[src/design/charger_cfg_regs.vh]
/*
 * offsets, field positions, reset values and lookup constants for the
 * charger configuration register bank.
 * assumes: included by bare name from design files; definitions only.
 */
`ifndef CHARGER_CFG_REGS_VH
`define CHARGER_CFG_REGS_VH

// ----------------------------------------------------------------------
// register offsets (8-bit register address space)
// ----------------------------------------------------------------------
`define OFS_CHARGE_VOLTAGE_CONFIG 8'h15
`define OFS_CHARGE_TIMER_CONFIG   8'h16
`define OFS_THERMAL_CONFIG        8'h17

// ----------------------------------------------------------------------
// reset values
// ----------------------------------------------------------------------
`define RST_CHARGE_VOLTAGE_CONFIG 8'h1E
`define RST_CHARGE_TIMER_CONFIG   8'h95
`define RST_THERMAL_CONFIG        8'h24
// decoded settings while in reset, matching the register defaults
`define RST_VREG_TARGET_MV        13'h1068
`define RST_RECHARGE_MV           13'h0FDC
`define RST_FAST_LIMIT_MIN        11'h12C
`define RST_PRECHARGE_LIMIT_MIN   8'h1E
`define RST_TOPOFF_LIMIT_DMIN     8'h40
`define RST_DIE_TEMP_LIMIT_C      7'h64

// ----------------------------------------------------------------------
// field positions
// ----------------------------------------------------------------------
`define RECHARGE_SEL_BIT      6
`define VREG_CODE_MSB         5
`define VREG_CODE_LSB         0
`define BIAS_SEL_BIT          7
`define TIMER_DOUBLE_BIT      6
`define FAST_TIMER_MSB        5
`define FAST_TIMER_LSB        4
`define PRECHARGE_TIMER_MSB   3
`define PRECHARGE_TIMER_LSB   2
`define TOPOFF_MSB            1
`define TOPOFF_LSB            0
`define BETA_CODE_MSB         7
`define BETA_CODE_LSB         5
`define TEMP_LIMIT_MSB        2
`define TEMP_LIMIT_LSB        0

// ----------------------------------------------------------------------
// decode constants (millivolts, minutes, tenths of a minute, deg C)
// ----------------------------------------------------------------------
`define VREG_BASE_MV          13'h0E10
`define VREG_STEP_MV          13'h0014
`define VREG_MAX_CODE         6'h32
`define RECHARGE_LOW_MV       9'h08C
`define RECHARGE_HIGH_MV      9'h0F0
`define FAST_BASE_MIN         11'h0B4
`define FAST_STEP_MIN         11'h078
`define PRECHARGE_STEP_MIN    8'h0F
`define TOPOFF_STEP_DMIN      8'h40
`define TEMP_BASE_C           7'h50
`define TEMP_STEP_C           7'h05

`endif

[src/design/charger_cfg_store.v]
/*
 * one 8-bit configuration register with write gate and registered output.
 * assumes: single clock, async active-low reset, write strobe synchronous.
 */
`default_nettype none

module charger_cfg_store #(
    parameter [7:0] RESET_VALUE = 8'h00
) (
    // clock and reset
    input  wire       ref_clk,
    input  wire       rst_b,
    // write side
    input  wire       wr_en,
    input  wire [7:0] wr_data,
    // stored value
    output reg  [7:0] value
);

    // ------------------------------------------------------------------
    // storage
    // ------------------------------------------------------------------
    // write gate is resolved by the caller so lock policy lives in one place
    always @(posedge ref_clk or negedge rst_b) begin
        if (!rst_b) begin
            value <= RESET_VALUE;
        end else if (wr_en) begin
            value <= wr_data;
        end
    end

endmodule

`default_nettype wire

[src/design/charger_config_registers.v]
/*
 * charger configuration register bank: three read/write registers holding
 * regulation voltage, timers, thermistor and thermal settings, plus decoded
 * settings for the analog charger loops.
 * assumes: the serial bus target decodes transfers into a synchronous
 * register port (address, write strobe, read strobe) on ref_clk; the
 * charger lock comes from elsewhere in the device as a synchronous level.
 */
// Functional notes
// - voltage and timer registers obey the charger lock; the thermal one does not.
// - regulation bit 6 picks a recharge threshold 140 mV (0) or 240 mV (1) below target.
// - regulation bits 5:0 hold the voltage code, reset 011110 for 4.20 V.
// - code 0 is 3.60 V plus 20 mV per step, saturating at 4.60 V from code 32h up.
// - timer bit 7 picks 100 k thermistor at 5 uA (0) or 10 k at 50 uA (1), reset 1.
// - timer bit 6 doubles both precharge and fast-charge safety timers, reset 0.
// - timer bits 5:4 set fast-charge timeout 3/5/7/9 hours, reset 01.
// - timer bits 3:2 set precharge timeout 15/30/45/60 minutes, reset 01.
// - timer bits 1:0 set top-off 0/6.4/12.8/19.2 minutes, reset 01.
// - thermal bits 7:5 hold the thermistor beta code, reset 001.
// - thermal bits 2:0 set die limit 80 C plus 5 C per step, reset 100.
`default_nettype none
`include "charger_cfg_regs.vh"

module charger_config_registers (
    // clock and reset
    input  wire        ref_clk,
    input  wire        rst_b,
    // register port from the serial bus target
    input  wire [7:0]  reg_addr,
    input  wire [7:0]  reg_wdata,
    input  wire        reg_wr,
    input  wire        reg_rd,
    output reg  [7:0]  reg_rdata,
    output reg         reg_rvalid,
    output reg         reg_hit,
    // lock from the device
    input  wire        charger_write_lock,
    // raw fields
    output reg  [5:0]  vreg_code,
    output reg         recharge_sel,
    output reg         thermistor_bias_sel,
    output reg         safety_timer_double,
    output reg  [1:0]  fast_charge_timeout,
    output reg  [1:0]  precharge_timeout,
    output reg  [1:0]  topoff_duration,
    output reg  [2:0]  thermistor_beta_code,
    output reg  [2:0]  die_temp_limit_code,
    // decoded settings
    output reg  [12:0] vreg_target_mv,
    output reg  [12:0] recharge_mv,
    output reg  [10:0] fast_limit_min,
    output reg  [7:0]  precharge_limit_min,
    output reg  [7:0]  topoff_limit_dmin,
    output reg  [6:0]  die_temp_limit_c
);

    // ------------------------------------------------------------------
    // address decode
    // ------------------------------------------------------------------
    // used only by the hit flag; write gating compares each offset itself
    function addr_known;
        input [7:0] a;
        begin
            addr_known = (a == `OFS_CHARGE_VOLTAGE_CONFIG) ||
                         (a == `OFS_CHARGE_TIMER_CONFIG) ||
                         (a == `OFS_THERMAL_CONFIG);
        end
    endfunction

    // reset images of the registers, sliced so the field copies reset in step
    localparam [7:0] VOLT_RST  = `RST_CHARGE_VOLTAGE_CONFIG;
    localparam [7:0] TIMER_RST = `RST_CHARGE_TIMER_CONFIG;
    localparam [7:0] THERM_RST = `RST_THERMAL_CONFIG;

    wire [7:0] volt_q;
    wire [7:0] timer_q;
    wire [7:0] therm_q;
    wire       wr_volt;
    wire       wr_timer;
    wire       wr_therm;

    // lock gates only the two protected registers
    assign wr_volt  = reg_wr && !charger_write_lock &&
                      (reg_addr == `OFS_CHARGE_VOLTAGE_CONFIG);
    assign wr_timer = reg_wr && !charger_write_lock &&
                      (reg_addr == `OFS_CHARGE_TIMER_CONFIG);
    assign wr_therm = reg_wr && (reg_addr == `OFS_THERMAL_CONFIG);

    // ------------------------------------------------------------------
    // storage
    // ------------------------------------------------------------------
    // reset values carry the documented field defaults
    charger_cfg_store #(
        .RESET_VALUE (`RST_CHARGE_VOLTAGE_CONFIG)
    ) u_volt (
        .ref_clk (ref_clk),
        .rst_b   (rst_b),
        .wr_en   (wr_volt),
        .wr_data (reg_wdata),
        .value   (volt_q)
    );

    charger_cfg_store #(
        .RESET_VALUE (`RST_CHARGE_TIMER_CONFIG)
    ) u_timer (
        .ref_clk (ref_clk),
        .rst_b   (rst_b),
        .wr_en   (wr_timer),
        .wr_data (reg_wdata),
        .value   (timer_q)
    );

    charger_cfg_store #(
        .RESET_VALUE (`RST_THERMAL_CONFIG)
    ) u_therm (
        .ref_clk (ref_clk),
        .rst_b   (rst_b),
        .wr_en   (wr_therm),
        .wr_data (reg_wdata),
        .value   (therm_q)
    );

    // ------------------------------------------------------------------
    // read path
    // ------------------------------------------------------------------
    reg [7:0] next_rdata;

    // reads ignore the lock; unmapped addresses read zero
    always @* begin
        case (reg_addr)
            `OFS_CHARGE_VOLTAGE_CONFIG: next_rdata = volt_q;
            `OFS_CHARGE_TIMER_CONFIG:   next_rdata = timer_q;
            `OFS_THERMAL_CONFIG:        next_rdata = therm_q;
            default:                    next_rdata = 8'h00;
        endcase
    end

    always @(posedge ref_clk or negedge rst_b) begin
        if (!rst_b) begin
            reg_rdata  <= 8'h00;
            reg_rvalid <= 1'b0;
            reg_hit    <= 1'b0;
        end else begin
            reg_rvalid <= reg_rd;
            reg_hit    <= (reg_rd || reg_wr) && addr_known(reg_addr);
            if (reg_rd) begin
                reg_rdata <= next_rdata;
            end
        end
    end

    // ------------------------------------------------------------------
    // decoded settings
    // ------------------------------------------------------------------
    reg [5:0]  sat_code;
    reg [12:0] next_vreg_mv;
    reg [10:0] fast_base;
    reg [7:0]  pre_base;

    // saturate above the top code so the analog loop never sees > 4.60 V
    always @* begin
        if (volt_q[`VREG_CODE_MSB:`VREG_CODE_LSB] >= `VREG_MAX_CODE) begin
            sat_code = `VREG_MAX_CODE;
        end else begin
            sat_code = volt_q[`VREG_CODE_MSB:`VREG_CODE_LSB];
        end
        next_vreg_mv = `VREG_BASE_MV + `VREG_STEP_MV * {7'h00, sat_code};
        fast_base = `FAST_BASE_MIN +
                    `FAST_STEP_MIN * {9'h000, timer_q[`FAST_TIMER_MSB:`FAST_TIMER_LSB]};
        pre_base  = `PRECHARGE_STEP_MIN +
                    `PRECHARGE_STEP_MIN *
                    {6'h00, timer_q[`PRECHARGE_TIMER_MSB:`PRECHARGE_TIMER_LSB]};
    end

    // ------------------------------------------------------------------
    // registered outputs
    // ------------------------------------------------------------------
    // every output is registered; settings trail the register by one cycle
    always @(posedge ref_clk or negedge rst_b) begin
        if (!rst_b) begin
            vreg_code            <= VOLT_RST[`VREG_CODE_MSB:`VREG_CODE_LSB];
            recharge_sel         <= VOLT_RST[`RECHARGE_SEL_BIT];
            thermistor_bias_sel  <= TIMER_RST[`BIAS_SEL_BIT];
            safety_timer_double  <= TIMER_RST[`TIMER_DOUBLE_BIT];
            fast_charge_timeout  <= TIMER_RST[`FAST_TIMER_MSB:`FAST_TIMER_LSB];
            precharge_timeout    <= TIMER_RST[`PRECHARGE_TIMER_MSB:`PRECHARGE_TIMER_LSB];
            topoff_duration      <= TIMER_RST[`TOPOFF_MSB:`TOPOFF_LSB];
            thermistor_beta_code <= THERM_RST[`BETA_CODE_MSB:`BETA_CODE_LSB];
            die_temp_limit_code  <= THERM_RST[`TEMP_LIMIT_MSB:`TEMP_LIMIT_LSB];
            vreg_target_mv       <= `RST_VREG_TARGET_MV;
            recharge_mv          <= `RST_RECHARGE_MV;
            fast_limit_min       <= `RST_FAST_LIMIT_MIN;
            precharge_limit_min  <= `RST_PRECHARGE_LIMIT_MIN;
            topoff_limit_dmin    <= `RST_TOPOFF_LIMIT_DMIN;
            die_temp_limit_c     <= `RST_DIE_TEMP_LIMIT_C;
        end else begin
            vreg_code            <= volt_q[`VREG_CODE_MSB:`VREG_CODE_LSB];
            recharge_sel         <= volt_q[`RECHARGE_SEL_BIT];
            thermistor_bias_sel  <= timer_q[`BIAS_SEL_BIT];
            safety_timer_double  <= timer_q[`TIMER_DOUBLE_BIT];
            fast_charge_timeout  <= timer_q[`FAST_TIMER_MSB:`FAST_TIMER_LSB];
            precharge_timeout    <= timer_q[`PRECHARGE_TIMER_MSB:`PRECHARGE_TIMER_LSB];
            topoff_duration      <= timer_q[`TOPOFF_MSB:`TOPOFF_LSB];
            thermistor_beta_code <= therm_q[`BETA_CODE_MSB:`BETA_CODE_LSB];
            die_temp_limit_code  <= therm_q[`TEMP_LIMIT_MSB:`TEMP_LIMIT_LSB];
            vreg_target_mv       <= next_vreg_mv;
            recharge_mv          <= next_vreg_mv - {4'h0, (volt_q[`RECHARGE_SEL_BIT] ?
                                    `RECHARGE_HIGH_MV : `RECHARGE_LOW_MV)};
            // doubling is a left shift of the base duration
            fast_limit_min       <= timer_q[`TIMER_DOUBLE_BIT] ?
                                    {fast_base[9:0], 1'b0} : fast_base;
            precharge_limit_min  <= timer_q[`TIMER_DOUBLE_BIT] ?
                                    {pre_base[6:0], 1'b0} : pre_base;
            topoff_limit_dmin    <= `TOPOFF_STEP_DMIN *
                                    {6'h00, timer_q[`TOPOFF_MSB:`TOPOFF_LSB]};
            die_temp_limit_c     <= `TEMP_BASE_C + `TEMP_STEP_C *
                                    {4'h0, therm_q[`TEMP_LIMIT_MSB:`TEMP_LIMIT_LSB]};
        end
    end

endmodule

`default_nettype wire

[config.mk]
export PLATFORM = sky130hd
export DESIGN_NAME = charger_config_registers
export DESIGN_NICKNAME = d
export VERILOG_FILES = /design/src/design/charger_cfg_store.v /design/src/design/charger_config_registers.v
export VERILOG_INCLUDE_DIRS = /design/src /design/src/design
export SDC_FILE = /design/constraint.sdc
export NUM_CORES = 1
export LEC_CHECK = 0
export BUFFER_PORTS_ARGS = -buffer_cell sky130_fd_sc_hd__buf_2
export CAP_MARGIN = 20
export CORE_MARGIN = 1.5
export CORE_UTILIZATION = 50
export DETAILED_ROUTE_END_ITERATION = 10
export GPL_TIMING_DRIVEN = 1
export PLACE_DENSITY = 0.76
export SLEW_MARGIN = 20
export SYNTH_ARGS = -nofsm -noshare
export SYNTH_HDL_FRONTEND = slang
export SYNTH_SLANG_ARGS = --single-unit
[constraint.sdc]
create_clock -name ref_clk -period 10.05 [get_ports ref_clk]
set_input_delay 1.005 -clock ref_clk [delete_from_list [all_inputs] [get_ports ref_clk]]
set_output_delay 1.005 -clock ref_clk [all_outputs]
set_load 0.02 [all_outputs]
== After elaboration in Yosys (flattened, before gate mapping) ==
Cells that the tools add are included.

* Latch bits: 0
* Memories kept: 0
* Bits in read-only memories: 0
* Input port bits: 21
* Logic and storage cells: 47
* RAM bits: 0
* Output and inout port bits: 91
* Bits in registers: 107

* Div/mod/pow operators: 0
* Order comparisons: 1
* Bitwise operators: 0
* Shift operators: 0
* Reduce and logical (&&, ||, !) cells: 9
* Equality and inequality tests: 3
* Multipliers: 4
* Mux-type cells: 5
* Add/subtract/negate cells: 5

{| class="wikitable"
|+ Operator list
! kind !! count
|-
| equality test 8 x 5 -> 1 bit (second input constant) || 3
|-
| one-hot mux 8 bit (3 select lines) || 1
|-
| adder 12 x 11 -> 13 bit (first input constant) || 1
|-
| subtractor 13 x 8 -> 13 bit || 1
|-
| multiplier 4 x 2 -> 6 bit (first input constant) || 2
|-
| 2-to-1 mux 11 bit || 1
|-
| adder 8 x 9 -> 10 bit (first input constant) || 1
|-
| multiplier 3 x 6 -> 9 bit (first input constant) || 1
|-
| 2-to-1 mux 8 bit || 1
|-
| adder 4 x 6 -> 7 bit (first input constant) || 1
|-
| adder 7 x 6 -> 7 bit (first input constant) || 1
|-
| 2-to-1 mux 7 bit || 1
|-
| >= comparator 6 bit (second input constant) || 1
|-
| multiplier 3 x 3 -> 6 bit (first input constant) || 1
|-
| 2-to-1 mux 6 bit || 1
|-
| logical AND 1 bit || 5
|-
| logical OR 1 bit || 3
|-
| zero test 1 bit || 1
|}

== Logic depth before layout (Yosys ltp) ==
* Word-level depth: 5
* Mapped depth: 14

== Cells and area by module ==
A second synthesis with hierarchy kept.

* Cells, all modules: 347
* Area, all modules: 4419.2 um^2

{| class="wikitable"
|+ By module, submodules not included
! module !! sequential area each (um^2) !! area each (um^2) !! cells each !! instances
|-
| charger_config_registers || 1894.3 || 3412.0 || 296 || 1
|-
| charger_cfg_store at u_timer ... || 205.2 || 336.6 || 17 || 2
|-
| charger_cfg_store at u_therm || 202.7 || 334.1 || 17 || 1
|}

== Worst setup path after synthesis ==
No wires, ideal clock.

* Path kind: reg2reg
* From: reg u_volt.value[5]
* To: reg recharge_mv[11]
* Library setup time: 0.070 ns
* Cell stages (with the launch flop): 15
* Slack: 6.526 ns
* Data arrival time: 3.454 ns
* Clock period less this slack: 3.524 ns
* Path buffers: 1
* Data required time: 9.980 ns
* Cell sequence: dfrtp_1 > buf_8 > nand2_1 > nor2_1 > or2_2 > ha_1 > ha_1 > inv_1 > fa_1 > and3b_1 > a32oi_2 > nor4_2 > xor3_2 > or3_1 > o21bai_2

* Longest elaborated chain between the ends: 5

{| class="wikitable"
|+ Ends and longest elaborated chain
! element !! RTL line !! RTL
|-
| start, declared || charger_cfg_store.v:17 || <nowiki>output reg [7:0] value</nowiki>
|-
| start signal, assigned || charger_cfg_store.v:28 || <nowiki>value <= wr_data;</nowiki>
|-
| >= comparator 6 bit (no source line) || - ||
|-
| 2-to-1 mux 6 bit || charger_config_registers.v:162 || <nowiki>if (volt_q[`VREG_CODE_MSB:`VREG_CODE_LSB] >= `VREG_MAX_CODE) begin</nowiki>
|-
| multiplier 3 x 6 -> 9 bit (no source line) || - ||
|-
| adder 12 x 11 -> 13 bit (no source line) || - ||
|-
| named net next_vreg_mv[3] || charger_config_registers.v:156 || <nowiki>reg [12:0] next_vreg_mv;</nowiki>
|-
| subtractor 13 x 8 -> 13 bit || charger_config_registers.v:207 || <nowiki>recharge_mv <= next_vreg_mv - {4'h0, (volt_q[`RECHARGE_SEL_BIT] ?</nowiki>
|-
| end signal, assigned || charger_config_registers.v:191 || <nowiki>recharge_mv <= `RST_RECHARGE_MV;</nowiki>
|-
| end signal, assigned || charger_config_registers.v:207 ||
|-
| end, declared || charger_config_registers.v:50 || <nowiki>output reg [12:0] recharge_mv,</nowiki>
|}

The timed path passes the listed nets, and every way through them passes these cells.
A chain may end at the register's enable or synchronous reset.

== Worst setup path in the final report ==
Same ends and word-level chain as after synthesis.

==> flow_summary.ini <==
[routing]
drt-total-wl_um = 7890
ant_nets = 0
dr.pass1.iters = 4
vias_per_cell = 4.97
drt-initial-drc-count = 78
post_drt_wl_per_cell_um = 14.6
wl_met1_um = 3400
drcViolationCount = 0
route.met2.wl_um = 3980
dr_wl_met3_um = 323
highest_layer = met4
vias = 2684

[hold_path]
hp-class = reg -> reg
hp-start = u_timer.value[7]$_DFFE_PN1P_

[logic_synthesis]
synth_cells = 335
yosysSeqAreaShare = 0.585
async_flop_share = 1.00
ys_types = 52
syn_area_per_cell_um2 = 12.8
synth_area_leaders = dfrtp_1, dfstp_2, mux2_2
synth_common_cells = dfrtp_1, dfstp_2, inv_1
yosysMostFrequentCell = dfrtp_1
ys_ff_latch = 98
yosys_warnings = 0
synth_edf_count = 0
yosysTopAreaCellShare = 0.315
netlist_area_um2 = 4290
synth_top_flop_cell = dfrtp_1
post-synth-top-area-cell = dfrtp_1

[worst_setup_path]
worst_ep_arrival_time_ps = 4130
crit_start = u_volt.value[5]$_DFFE_PN0P_
cpMostUsedCell = ha_1
worst-setup-path-type = reg -> reg
crit_buf_inv = 1
path_cells = nand2_1 > nor2_1 > or2_2 > ha_1 > ha_1 > inv_1 > fa_1 > and3b_1 > a32oi_2 > nor4_2 > xor3_2 > or3_1 > o21bai_2
critPathCaptureType = flip-flop
cp_max_fo = 11
critPathMaxStageDelay_ps = 550
rr_startpoint = u_volt.value[5]$_DFFE_PN0P_
cp.required_ps = 10350
rrSetupSlack_ps = 6210
critPathLaunchType = flip-flop
slowest_stage = fa_1
cp_top_family = simple AND/OR/NAND/NOR gates

[global_route]
grt_pass1_vias = 2698
grt_usage = 0.189
overflow = 0
grt_pass1_wl_um = 13000
antenna_found_initial = 0
grt_max_degree = 66

[layout]
fin_nets = 477
fillers = 659
drive_gt1_frac = 0.460
synthToLayoutAreaGrowth_pct = 16.2
final_core_util = 0.603
diodes = 0

[clock_tree]
clockRootBuffer = clkbuf_8
cts_max_path_buffers = 2
insertion_delay_ps = 360
tritoncts = done
cts-resized-gates = 0
cts.sinks = 98
postCtsSetupBuffers = 0
htreeDepth = 3
holdBufCountCts = 0
numCtsBuffers = 9
clk_pin_slew_ps = 90

[timing]
rsz0062_at_grt = no
min_period_over_period = 0.382
tightest_slew_ps = 757
fin_skew_ps = 9.36
report.final.slew_viol_count = 0
tns_ps = 0
setup_ws_ps = 6210
period_minus_slack_ps = 3840
finalSetupViolations = 0
finalHoldViolCount = 0
slew_headroom = 0.496
fmax_mhz = 261

[floorplanning]
num_rows = 33
core_area_um2 = 8260
dieArea_um2 = 9140
die_h_um = 95.6
initial_core_util = 0.519
ios = 112
die_x_um = 95.6

[pwr]
leakage_nw = 2.49
ir_worst_vdd_uv = 73.6
powerDensity_nw_per_um2 = 155

[place]
routabilityCongestion = 0.848
hpwl_um = 5720
portBuffers = 98
dpl_worst_slack_ps = 6260

[run_status]
status = finished clean

[flow_run]
cap_violations = 0
placed cells by master, fill, tap and decap left out, types with 8 or more instances in the layout:
cell      count
dfstp_2      44
nand2_1      16
conb_1       13
nor2_1       13
ha_1         24
o21ai_0      13
mux2_2       27
a22oi_1       9
clkbuf_8      9
buf_2        97
inv_1        31
o22ai_1       8
dfrtp_1      54
per-layer routing:
metal,up-vias,GRT usage
met4,0,0.0907
met1,1316,0.243
li1,1282,-
met3,14,0.0295
met5,-,0
met2,72,0.312
sequential cells by signal (all words and copies together), names as in the netlist, 2 cells and up:
signal,flops
recharge_mv,11
u_volt.value,8
reg_rdata,8
topoff_limit_dmin,2
fast_charge_timeout,2
die_temp_limit_c,7
vreg_target_mv,11
u_therm.value,8
precharge_limit_min,7
precharge_timeout,2
u_timer.value,8
fast_limit_min,9
thermistor_beta_code,3
vreg_code,6
report_power, final:
part	leakage [nW]	switching, mW	internal (mW)
sequential	1.16	0.00800	0.419
combinational	1.23	0.0586	0.0302
clock	0.0966	0.138	0.117
total	2.49	0.204	0.567
cells by family after synthesis:
family	after synthesis	synth area share
flip-flops	98	0.585
buffers and inverters	59	0.0709
AND/OR/NAND/NOR	58	0.0756
AO/OA/AOI/OAI	50	0.0785
multiplexers	29	0.0756
adder cells (fa/ha/maj)	26	0.0794
XOR/XNOR	14	0.0342
other	1	0.000875
worst register-to-register path, delay by kind of cell (launching register included):
| kind | cells | cell delay [ps] |
|---|---|---|
| buf+inv | 1 | 60 |
| simple gates | 6 | 1540 |
| compound gates | 2 | 180 |
| xor+xnor | 1 | 460 |
| flops | 1 | 500 |
| fa+ha+maj | 3 | 1020 |
path summary, 6_finish.rpt:
kind                                                       to  cells after the start
worst max-delay path                recharge_mv[11]$_DFF_PN1_                     13
worst min-delay path            thermistor_bias_sel$_DFF_PN1_                      0
worst max register to register      recharge_mv[11]$_DFF_PN1_                     13
worst min register to register  thermistor_bias_sel$_DFF_PN1_                      0
max in group asynchronous                reg_rvalid$_DFF_PN0_                      2
min in group asynchronous       die_temp_limit_c[4]$_DFF_PN0_                      1
stage by stage:
stage	cells	cell area (um2)	hold slack (ps)	power (mW)
global placement	524	4780	362	0.522
finish	540	4980	375	0.771
floorplan	347	4330	352	0.495
detailed placement	524	4780	364	0.524
global route	540	4980	383	0.808
CTS	540	4980	370	0.779
cell type report:
type                    instances  area (um2)  area share
inverters                      32         120      0.0241
flip-flops and latches         98        2510       0.504
multi-input cells             190        1520       0.305
clock inverters                 7        76.3      0.0153
well taps                     105         131      0.0264
clock buffers                   9         124      0.0249
repair buffers                 99         500       0.101
Power figures use the tool's default switching activity.
